File: src/swcl_pkg.sv
// Package of constants and types shared by both ends of the wiper link
`default_nettype none
package swcl_pkg;
  localparam int SWCL_CODE_W = 8;
  localparam int SWCL_WORD_W = 9;
  localparam int SWCL_TAPS = 256;
  localparam logic [7:0] SWCL_MIDSCALE = 8'h80;
  localparam int SWCL_CLK_NS = 10;
  // Step of the host-made serial clock: sclk high one step, low two, 120 ns full period
  localparam int SWCL_SCLK_HALF_NS = 40;
  localparam int SWCL_SCLK_HALF_CYC = SWCL_SCLK_HALF_NS / SWCL_CLK_NS;
  // APB register offsets of the host controller
  localparam logic [7:0] SWCL_OFS_CMD = 8'h00;
  localparam logic [7:0] SWCL_OFS_STATUS = 8'h04;
  localparam logic [7:0] SWCL_OFS_PINS = 8'h08;
  // Command register fields
  localparam int SWCL_CMD_CODE_LSB = 0;
  localparam int SWCL_CMD_ADDR_BIT = 8;
  localparam int SWCL_CMD_LEN_LSB = 16;
  localparam int SWCL_CMD_LEN_W = 5;
  // Pins register fields
  localparam int SWCL_PIN_PRESET = 0;
  localparam int SWCL_PIN_PDOWN = 1;
  localparam logic [31:0] SWCL_PINS_RESET = 32'h0000_0003;
  localparam int SWCL_ST_BUSY = 0;
  typedef enum logic [1:0] {SWCL_IDLE, SWCL_LOW, SWCL_HIGH, SWCL_DONE}
    swcl_host_e;
endpackage : swcl_pkg
`default_nettype wire

File: src/swcl_if.sv
// Interface joining the host controller and the wiper device
`default_nettype none
interface swcl_if;
  logic sclk;
  logic cs_n;
  logic serial_in;
  logic midscale_preset_n;
  logic power_down_n;
  logic chain_serial_out_o;
  logic chain_serial_out_oe;
  // Open-drain line with pull-up: low only while driven
  wire chain_serial_out = chain_serial_out_oe ? chain_serial_out_o : 1'b1;
  modport host (output sclk, cs_n, serial_in, midscale_preset_n,
                power_down_n, input chain_serial_out);
  modport device (input sclk, cs_n, serial_in, midscale_preset_n,
                  power_down_n, output chain_serial_out_o,
                  chain_serial_out_oe);
endinterface : swcl_if
`default_nettype wire

File: src/swcl_device.sv
// Wiper device end: shift register, wiper latches, tap decode
`default_nettype none
module swcl_device #(
  parameter bit DUAL = 1'b1 // Two-channel variant when set
) (
  input wire logic clk,
  input wire logic reset,
  swcl_if.device link,
  output logic [swcl_pkg::SWCL_CODE_W-1:0] wiper_latch_ch1,
  output logic [swcl_pkg::SWCL_CODE_W-1:0] wiper_latch_ch2,
  output logic [swcl_pkg::SWCL_TAPS-1:0] tap_onehot_ch1,
  output logic [swcl_pkg::SWCL_TAPS-1:0] tap_onehot_ch2,
  output logic terminal_a_open
);
  import swcl_pkg::*;

  // Overview of timing, from pin to latch
  // Every link pin is sampled by the system clock
  // Two flops per pin before any logic reads it
  // Synced levels feed the edge finders below
  // Edge finders compare synced level with last cycle
  // Shift happens one clock after the synced rise
  // Pin to shift register: three system clocks
  // Pin to latch register: three system clocks
  // Pin to latch output port: four system clocks
  // Serial clock phases must each span three clocks
  // Shorter phases would let an edge slip past
  // Host divider gives four clocks high, eight low
  // That leaves one spare clock of margin

  // Overview of frame handling
  // Chip select low opens a frame
  // Each synced rise of sclk shifts one bit
  // Bits enter at the low end, oldest at the top
  // Nine bits held, so extra early bits drop off
  // Chip select rise closes the frame
  // Closing edge copies the held word to one latch
  // Top bit picks the latch in the dual part
  // Single part always loads the first latch
  // A frame with fewer bits loads stale upper bits
  // Host must therefore send full words

  // Overview of preset
  // Preset low forces both latches to midscale
  // Preset low also clears the output latch
  // Preset low blocks shifting and loading
  // Preset rise with chip select high reloads midscale
  // Shift register itself is left as it was
  // A frame sent across a preset edge is lost

  // Overview of shutdown
  // Shutdown only changes the outputs: taps, A flag, serial out
  // Latches keep their codes through shutdown
  // Tap zero alone is closed, wiper at the B end
  // A terminals reported open on a separate port
  // Serial output released for the whole shutdown
  // Release of shutdown shows the kept codes again
  // Loads during shutdown still update the latches

  // Overview of the chain output
  // Output latch holds the bit from eight shifts back
  // Open drain: only a zero pulls the line down
  // A one, or a disabled output, leaves the pull-up
  // Output only enabled while chip select is low
  // Deselected devices thus never load the line
  // Next device in a chain samples on its own clock
  // Far device sees data one word behind the near one

  // Overview of reset
  // Asynchronous reset puts both latches at midscale
  // Synchronisers reset to the idle pin levels
  // That keeps a false edge away after reset
  // Outputs reset to the midscale tap as well

  // Limitations
  // No check that a frame held nine bits
  // No readback of the shift register by the host
  // Only the chain output shows what was shifted
  // Tap outputs are wide, one bit per position
  // Decode is a plain one-hot, no glitch filter
  // All outputs registered; latch and tap ports one clock after latches

  // One-hot tap select for a code
  function automatic logic [SWCL_TAPS-1:0] tap_dec(input logic [7:0] c);
    tap_dec = '0;
    tap_dec[c] = 1'b1;
  endfunction

  // Two-flop synchronisers for the pins
  logic [4:0] s1_q;
  logic [4:0] s2_q;
  logic sclk_prev_q; // Last synced sclk, for edge finding
  logic cs_prev_q; // Last synced cs_n
  logic pre_prev_q; // Last synced preset
  logic [SWCL_WORD_W-1:0] input_shift_register_q; // Shift chain
  logic out_bit_q; // Serial output latch
  logic [7:0] wiper_latch_ch1_q;
  logic [7:0] wiper_latch_ch2_q;

  always_ff @(posedge clk or posedge reset) begin
    if (reset) begin
      // Idle levels: sclk low, cs high, data low, preset, pdown high
      s1_q <= 5'h0B;
      s2_q <= 5'h0B;
    end else begin
      s1_q <= {link.sclk, link.cs_n, link.serial_in,
               link.midscale_preset_n, link.power_down_n};
      s2_q <= s1_q;
    end
  end

  // Named views of the synced pins
  wire sclk_s = s2_q[4];
  wire cs_n_s = s2_q[3];
  wire serial_in_s = s2_q[2];
  wire pre_n_s = s2_q[1];
  wire pdn_n_s = s2_q[0];
  wire sclk_rise = sclk_s & ~sclk_prev_q;
  wire shift_en = sclk_rise & ~cs_n_s & pre_n_s;
  wire load_en = cs_n_s & ~cs_prev_q & pre_n_s;
  wire pre_rise = pre_n_s & ~pre_prev_q & cs_n_s;
  // Address bit sits at the ninth position after nine shifts
  wire addr_bit = DUAL ? input_shift_register_q[8] : 1'b0;
  wire [7:0] code_word = input_shift_register_q[7:0];

  // Edge history
  always_ff @(posedge clk or posedge reset) begin
    if (reset) begin
      sclk_prev_q <= 1'b0;
      cs_prev_q <= 1'b1;
      pre_prev_q <= 1'b1;
    end else begin
      sclk_prev_q <= sclk_s;
      cs_prev_q <= cs_n_s;
      pre_prev_q <= pre_n_s;
    end
  end

  // Shift register; older bits fall off so only the last nine stay
  always_ff @(posedge clk or posedge reset) begin
    if (reset) begin
      input_shift_register_q <= '0;
    end else if (shift_en) begin
      input_shift_register_q <= {input_shift_register_q[7:0], serial_in_s};
    end
  end

  // Output latch takes the bit that entered eight shifts ago
  always_ff @(posedge clk or posedge reset) begin
    if (reset) begin
      out_bit_q <= 1'b0;
    end else if (!pre_n_s) begin
      out_bit_q <= 1'b0;
    end else if (shift_en) begin
      out_bit_q <= input_shift_register_q[7];
    end
  end

  // Wiper latches; preset wins over any load
  always_ff @(posedge clk or posedge reset) begin
    if (reset) begin
      wiper_latch_ch1_q <= SWCL_MIDSCALE;
      wiper_latch_ch2_q <= SWCL_MIDSCALE;
    end else if (!pre_n_s || pre_rise) begin
      wiper_latch_ch1_q <= SWCL_MIDSCALE;
      wiper_latch_ch2_q <= SWCL_MIDSCALE;
    end else if (load_en) begin
      if (!addr_bit) begin
        wiper_latch_ch1_q <= code_word;
      end else begin
        wiper_latch_ch2_q <= code_word;
      end
    end
  end

  // Registered outputs; shutdown parks taps at the B end
  always_ff @(posedge clk or posedge reset) begin
    if (reset) begin
      wiper_latch_ch1 <= SWCL_MIDSCALE;
      wiper_latch_ch2 <= SWCL_MIDSCALE;
      tap_onehot_ch1 <= tap_dec(SWCL_MIDSCALE);
      tap_onehot_ch2 <= tap_dec(SWCL_MIDSCALE);
      terminal_a_open <= 1'b0;
      link.chain_serial_out_o <= 1'b0;
      link.chain_serial_out_oe <= 1'b0;
    end else begin
      wiper_latch_ch1 <= wiper_latch_ch1_q;
      wiper_latch_ch2 <= wiper_latch_ch2_q;
      // Wiper tied to B in shutdown, tap 0 alone closed
      // Exactly one tap closed
      tap_onehot_ch1 <= tap_dec(pdn_n_s ? wiper_latch_ch1_q : 8'h00);
      // Shutdown parks both wipers
      tap_onehot_ch2 <= tap_dec(pdn_n_s ? wiper_latch_ch2_q : 8'h00);
      terminal_a_open <= ~pdn_n_s;
      link.chain_serial_out_o <= 1'b0;
      // Pull low only for a zero bit while cs low and not shut down
      link.chain_serial_out_oe <= pdn_n_s & ~cs_n_s & ~out_bit_q;
    end
  end
endmodule : swcl_device
`default_nettype wire

File: src/flat_wrapper.sv
// flat-port wrapper written by rule: the top's interface ports become plain ports
module swcl_device_flat import swcl_pkg::*;
#(
  parameter bit DUAL = 1'b1                                
)
  (clk, reset, wiper_latch_ch1, wiper_latch_ch2, tap_onehot_ch1, tap_onehot_ch2, terminal_a_open, link_sclk, link_cs_n, link_serial_in, link_midscale_preset_n, link_power_down_n, link_chain_serial_out_o, link_chain_serial_out_oe);
  swcl_if link_i ();
  input wire logic clk;
  input wire logic reset;
  output logic [swcl_pkg::SWCL_CODE_W-1:0] wiper_latch_ch1;
  output logic [swcl_pkg::SWCL_CODE_W-1:0] wiper_latch_ch2;
  output logic [swcl_pkg::SWCL_TAPS-1:0] tap_onehot_ch1;
  output logic [swcl_pkg::SWCL_TAPS-1:0] tap_onehot_ch2;
  output logic terminal_a_open;
  input wire logic [$bits(link_i.sclk)-1:0] link_sclk;
  input wire logic [$bits(link_i.cs_n)-1:0] link_cs_n;
  input wire logic [$bits(link_i.serial_in)-1:0] link_serial_in;
  input wire logic [$bits(link_i.midscale_preset_n)-1:0] link_midscale_preset_n;
  input wire logic [$bits(link_i.power_down_n)-1:0] link_power_down_n;
  output wire logic [$bits(link_i.chain_serial_out_o)-1:0] link_chain_serial_out_o;
  output wire logic [$bits(link_i.chain_serial_out_oe)-1:0] link_chain_serial_out_oe;
  assign link_i.sclk = link_sclk;
  assign link_i.cs_n = link_cs_n;
  assign link_i.serial_in = link_serial_in;
  assign link_i.midscale_preset_n = link_midscale_preset_n;
  assign link_i.power_down_n = link_power_down_n;
  assign link_chain_serial_out_o = link_i.chain_serial_out_o;
  assign link_chain_serial_out_oe = link_i.chain_serial_out_oe;
  swcl_device #(.DUAL(DUAL)) u_core (.clk(clk), .reset(reset), .link(link_i), .wiper_latch_ch1(wiper_latch_ch1), .wiper_latch_ch2(wiper_latch_ch2), .tap_onehot_ch1(tap_onehot_ch1), .tap_onehot_ch2(tap_onehot_ch2), .terminal_a_open(terminal_a_open));
endmodule
File: config.mk
export PLATFORM = sky130hd
export DESIGN_NAME = swcl_device_flat
export DESIGN_NICKNAME = d
export VERILOG_FILES = /design/src/swcl_pkg.sv /design/src/swcl_if.sv /design/src/swcl_device.sv /design/src/flat_wrapper.sv
export SDC_FILE = /design/constraint.sdc
export NUM_CORES = 1
export LEC_CHECK = 0
export ABC_AREA = 0
export BUFFER_PORTS_ARGS = -buffer_cell sky130_fd_sc_hd__buf_4
export CORE_AREA = 5 5 207 209
export CTS_CLUSTER_DIAMETER = 60
export DETAILED_ROUTE_END_ITERATION = 8
export DIE_AREA = 0 0 212 214
export PLACE_DENSITY = 0.72
export SLEW_MARGIN = 20
export SYNTH_ARGS = -nofsm -noshare
export SYNTH_HDL_FRONTEND = slang
export SYNTH_SLANG_ARGS = --single-unit
File: constraint.sdc
create_clock -name clk -period 18.4 [get_ports clk]
set_clock_uncertainty 0.15 [all_clocks]
set_input_delay 1.84 -clock clk [delete_from_list [all_inputs] [get_ports clk]]
set_output_delay 1.84 -clock clk [all_outputs]
set_load 0.005 [all_outputs]
# Yosys cells after proc, flatten, opt, wreduce, memory -nomap -nowiden
# Cells that the tools add are included.
[op_classes]
add_sub_neg = 0
multipliers = 0
n_div = 0
magnitude_cmp = 4
eq_ne = 2
shifts = 0
muxes = 14
n_bitwise = 15
reduce_logical = 8
[ops]
columns = ["operator", "count"]
rows = [
  ["8-bit 2-to-1 mux", 8],
  ["8-bit by 9-bit less-than comparator with 1-bit output, second input constant", 2],
  ["1-bit demux with 8-bit select", 2],
  ["8-bit by 1-bit greater-or-equal comparator with 1-bit output, second input constant", 2],
  ["1-bit bitwise AND", 9],
  ["1-bit NOT", 6],
  ["1-bit 2-to-1 mux", 4],
  ["2-bit inequality test, second input constant", 2],
  ["2-bit AND reduction", 2],
  ["2-bit nonzero test", 2],
  ["1-bit logical AND", 2],
  ["1-bit zero test", 1],
  ["1-bit logical OR", 1],
]
[totals]
ff_bits = 569
latchBits = 0
ramBits = 0
rom_bits = 0
in_bits = 7
out_inout_bits = 531
elab_cells = 58
memories = 0

# Depth between registers and ports, before layout
[logic_depth]
depth_word = 6
depth_mapped = 5
mapped_depth_nobuf = 3

# Least setup slack after synthesis
# OpenSTA, ideal clock, no wires.
[synth_path]
path_kind = "reg2out"
from = "register u_core.tap_onehot_ch1[128] (netlist name)"
to = "output tap_onehot_ch1[128] (netlist name)"
t_arrival_ns = 0.501
required_time_ns = 16.410
path_slack_ns = 15.909
stages_incl_launch_ff = 1
n_path_buf = 0
path_cell_list = "dfstp_2"
[synth_rtl]
columns = ["item", "line_no", "source"]
rows = [
  ["start: declaration", "swcl_device.sv:11", "output logic [swcl_pkg::SWCL_TAPS-1:0] tap_onehot_ch1,"],
  ["start signal: assignment", "swcl_device.sv:181", "tap_onehot_ch1 <= tap_dec(SWCL_MIDSCALE);"],
  ["start signal: assignment", "swcl_device.sv:191", "tap_onehot_ch1 <= tap_dec(pdn_n_s ? wiper_latch_ch1_q : 8'h00);"],
  ["end: declaration", "flat_wrapper.sv:12", "output logic [swcl_pkg::SWCL_TAPS-1:0] tap_onehot_ch1;"],
]
# No word-level cell between the ends.

==> results.tsv <==
stage	metric	value	unit
detailed_routing	antenna_left	0	
sta	max_freq	258.3	MHz
yosys	synth_async_sr_flop_share	100.0	%
placed_design	gp_congestion	0.8551	
worst_hold_path	hp-class	reg2reg	
power	p_leak	12.41	nW
setup_path	worstSetupEndpointType	async pin	
power	power_density	102.8	nW/um2
setup_path	timing.critical_path.buf_inv	4	
die	die_x	212	um
sta	tns	0	ns
detailed_routing	drt_iter0_markers	732	
placed_design	dp.cells	2297	
sta	tightest_slew	1.119	ns
yosys	synthesis.area	17490	um2
clocking	clk_latency	0.59	ns
die	start_util	43.02	%
setup_path	path_cells	buf_4 -> clkinv_8 -> buf_4 -> buf_4	
final_layout	diodes	0	
power	peakVddDrop	0.08957	mV
placed_design	portBuffers	536	
yosys	yosys_warnings	0	
final_layout	synthToLayoutAreaGrowth	35.60	%
setup_path	critPathKind	in2async	
yosys	yosysUniqueCellTypes	36	
clocking	post_cts_resized	0	
sta	hold_viol_final	0	
clocking	cts-root-buf	clkbuf_16	
die	coreArea	40650	um2
setup_path	max_stage_delay	0.87	ns
sta	setup_viol	0	
clocking	htree_levels	2	
setup_path	crit_required	18.82	ns
detailed_routing	drtPass1Iterations	5	
yosys	synthCells	1295	
detailed_routing	wire_per_inst	24.42	um
sta	hold_ws	0.1999	ns
global_routing	grt_use_total	25.39	%
final_layout	fin_nets	1828	
setup_path	path_depth	4	
yosys	synth_seq_cells	569	
setup_path	worstPathMaxFanout	151	
die	row_count	74	
detailed_routing	viasPerCell	4.975	
global_routing	grt_max_degree	191	
final_layout	finalCoreUtilization	58.34	%
setup_path	worstPathArrival	4.29	ns
final_layout	drive_gt1_share	36.14	%
final_layout	layout.cells.non_filler	2397	
die	die_area	45370	um2
setup_path	reg2reg_to	u_core.tap_onehot_ch1[213]$_DFF_PP0_	
clocking	holdBufCountCts	0	
sta	rsz0062_at_grt	no	
run	cap_violations	0	
setup_path	crit_family	buffers and inverters	
global_routing	antenna_found_initial	0	
global_routing	grt_pass1_vias	12491	
yosys	yosysSeqAreaShare	81.53	%
sta	period_share	21.04	%
yosys	synth_edf_count	0	
die	ios	538	
setup_path	r2r_slack	15.87	ns
clocking	numCtsBuffers	54	
sta	timing.slew.headroom	25.15	%
clocking	clockBufferDepth	3	
sta	drv_slew	0	
setup_path	r2r-start	u_core.s2_q[0]$_DFF_PP1_	
detailed_routing	drc	0	
setup_path	r2r_cells	3	
setup_path	path_common_cell	buf_4	
clocking	post_cts_buffers	0	
clocking	clkSinkCount	569	
setup_path	worst_path_max_delay_cell	buf_4	
clocking	worst_setup_hold_path_clk_slew	0.06	ns
setup_path	startpoint_type	primary input	
die	die_height	214	um
detailed_routing	vias	11924	
detailed_routing	routed_wl	58540	um
yosys	syn-num-nets	1302	
yosys	synthFlopType	dfrtp_1	
final_layout	nFillCells	3131	
global_routing	grt_pass1_wl	85630	um
setup_path	setup.worst_path.end	u_core.tap_onehot_ch1[254]$_DFF_PP0_	
clocking	cts_tree	yes	
sta	period_minus_slack	3.871	ns
placed_design	dp_hpwl	40510	um
yosys	synth.avg_cell_area	13.50	um2
setup_path	crit_start	reset	
global_routing	gr-total-overflow	0	
outcome	outcome	finished clean	
-- cell usage in the layout (no fill, tap or decap), types with 2 or more instances in the layout --
cell and n:
bufinv_16 4, clkbuf_8 10, nand2_1 36, and2b_1 6, a22o_1 7, nor2_1 521
buf_4 540, mux2_2 7, clkbuf_16 55, nand3_2 9, clkbuf_1 11, nand3_1 10
and3_1 3, dfrtp_1 555, nor2b_1 5, clkinvlp_4 3, clkinv_2 10, inv_1 6
inv_6 5, dfstp_2 14, nor3b_2 4, o21ai_0 3, and3b_1 6, a32o_1 7
a21oi_2 3, nand3b_1 4, clkinv_8 2
-- power by group --
part           total [W]  switching, W  internal, W
combinational  0.0000467     0.0000369   0.00000985
clock            0.00112      0.000471     0.000650
sequential       0.00127    0.00000855      0.00126
-- synth_stat cells (all sizes together), types with 2 or more instances --
cell type	n	area, um2
dfrtp	555	13890
nor2	522	1962
buf	68	347.8
nand2	36	135.1
nand3	19	140.1
dfstp	14	367.9
a22o	7	61.31
a32o	7	70.07
inv	7	26.28
mux2	7	78.83
and2b	6	45.04
and3b	6	52.55
nor2b	5	31.28
nor3b	5	57.56
a21oi	4	35.03
clkbuf	4	15.01
nand3b	4	30.03
o21ai	4	20.01
and3	3	18.77
nand4	2	18.77
nand4b	2	23.77
-- worst min-delay path by stage --
stage | startpoint | endpoint | slack (ns) | cells after the start
floorplan | u_core.s1_q[2]$_DFF_PP0_ | u_core.s2_q[2]$_DFF_PP0_ | 0.18 | 0
global placement | u_core.s1_q[4]$_DFF_PP0_ | u_core.s2_q[4]$_DFF_PP0_ | 0.19 | 0
CTS | u_core.s1_q[4]$_DFF_PP0_ | u_core.s2_q[4]$_DFF_PP0_ | 0.20 | 0
finish | u_core.s1_q[4]$_DFF_PP0_ | u_core.s2_q[4]$_DFF_PP0_ | 0.20 | 0
detailed placement | u_core.s1_q[4]$_DFF_PP0_ | u_core.s2_q[4]$_DFF_PP0_ | 0.19 | 0
global route | u_core.s1_q[0]$_DFF_PP1_ | u_core.s2_q[0]$_DFF_PP1_ | 0.21 | 0
-- layout make-up --
cell class | count | area (um2) | share of cell area, %
Clock inverter | 24 | 261.5 | 1.103
Tap cell | 532 | 665.6 | 2.807
Inverter | 7 | 38.79 | 0.1636
Timing Repair Buffer | 542 | 4085 | 17.23
Clock buffer | 76 | 1555 | 6.559
Multi-Input combinational cell | 647 | 2849 | 12.02
Sequential cell | 569 | 14260 | 60.12
-- per-stage QoR --
stage | cell area, um2 | setup WS [ns] | power (W)
6_report | 23710 | 14.53 | 0.002436
5_1_grt | 23710 | 14.04 | 0.002511
4_1_cts | 23700 | 14.22 | 0.002454
3_5_place_dp | 21880 | 13.62 | 0.001340
3_3_place_gp | 21870 | 13.66 | 0.001338
2_1_floorplan | 17490 | 0.5172 | 0.001321
-- routing by layer --
| layer | GRT usage, % | share of wire [%] | wire length [um] | up-vias |
|---|---|---|---|---|
| met1 | 31.29 | 36 | 21180 | 6121 |
| met5 | 0 | 0 | 0 | - |
| met2 | 41.79 | 49 | 28740 | 659 |
| li1 | - | - | - | 5034 |
| met4 | 8.503 | 3.5 | 2034 | 0 |
| met3 | 9.247 | 11 | 6584 | 110 |
-- flip-flops by register name, indices dropped and copies added (netlist names), 5 cells and up --
register                       count
u_core.tap_onehot_ch1            256
u_core.tap_onehot_ch2            256
u_core.input_shift_register_q      9
u_core.wiper_latch_ch1             8
u_core.wiper_latch_ch1_q           8
u_core.wiper_latch_ch2             8
u_core.wiper_latch_ch2_q           8
u_core.s1_q                        5
u_core.s2_q                        5
-- worst reg2reg max path, stage by stage (launching register included) --
cell	delay (ns)
dfstp_2	0.72
and2_1	0.36
nand3b_1	0.83
nor2_1	0.36
-- logic make-up (layout without fill, tap and decap cells) --
group	after synthesis	count (layout)	synth area share, %
compound gates	25	25	1.202
buf+inv	79	649	2.225
flops	569	569	81.53
mux	8	8	0.5080
other cells	1	1	0.02144
simple gates	613	613	14.52
No activity file was read; power rests on OpenSTA's default activity.
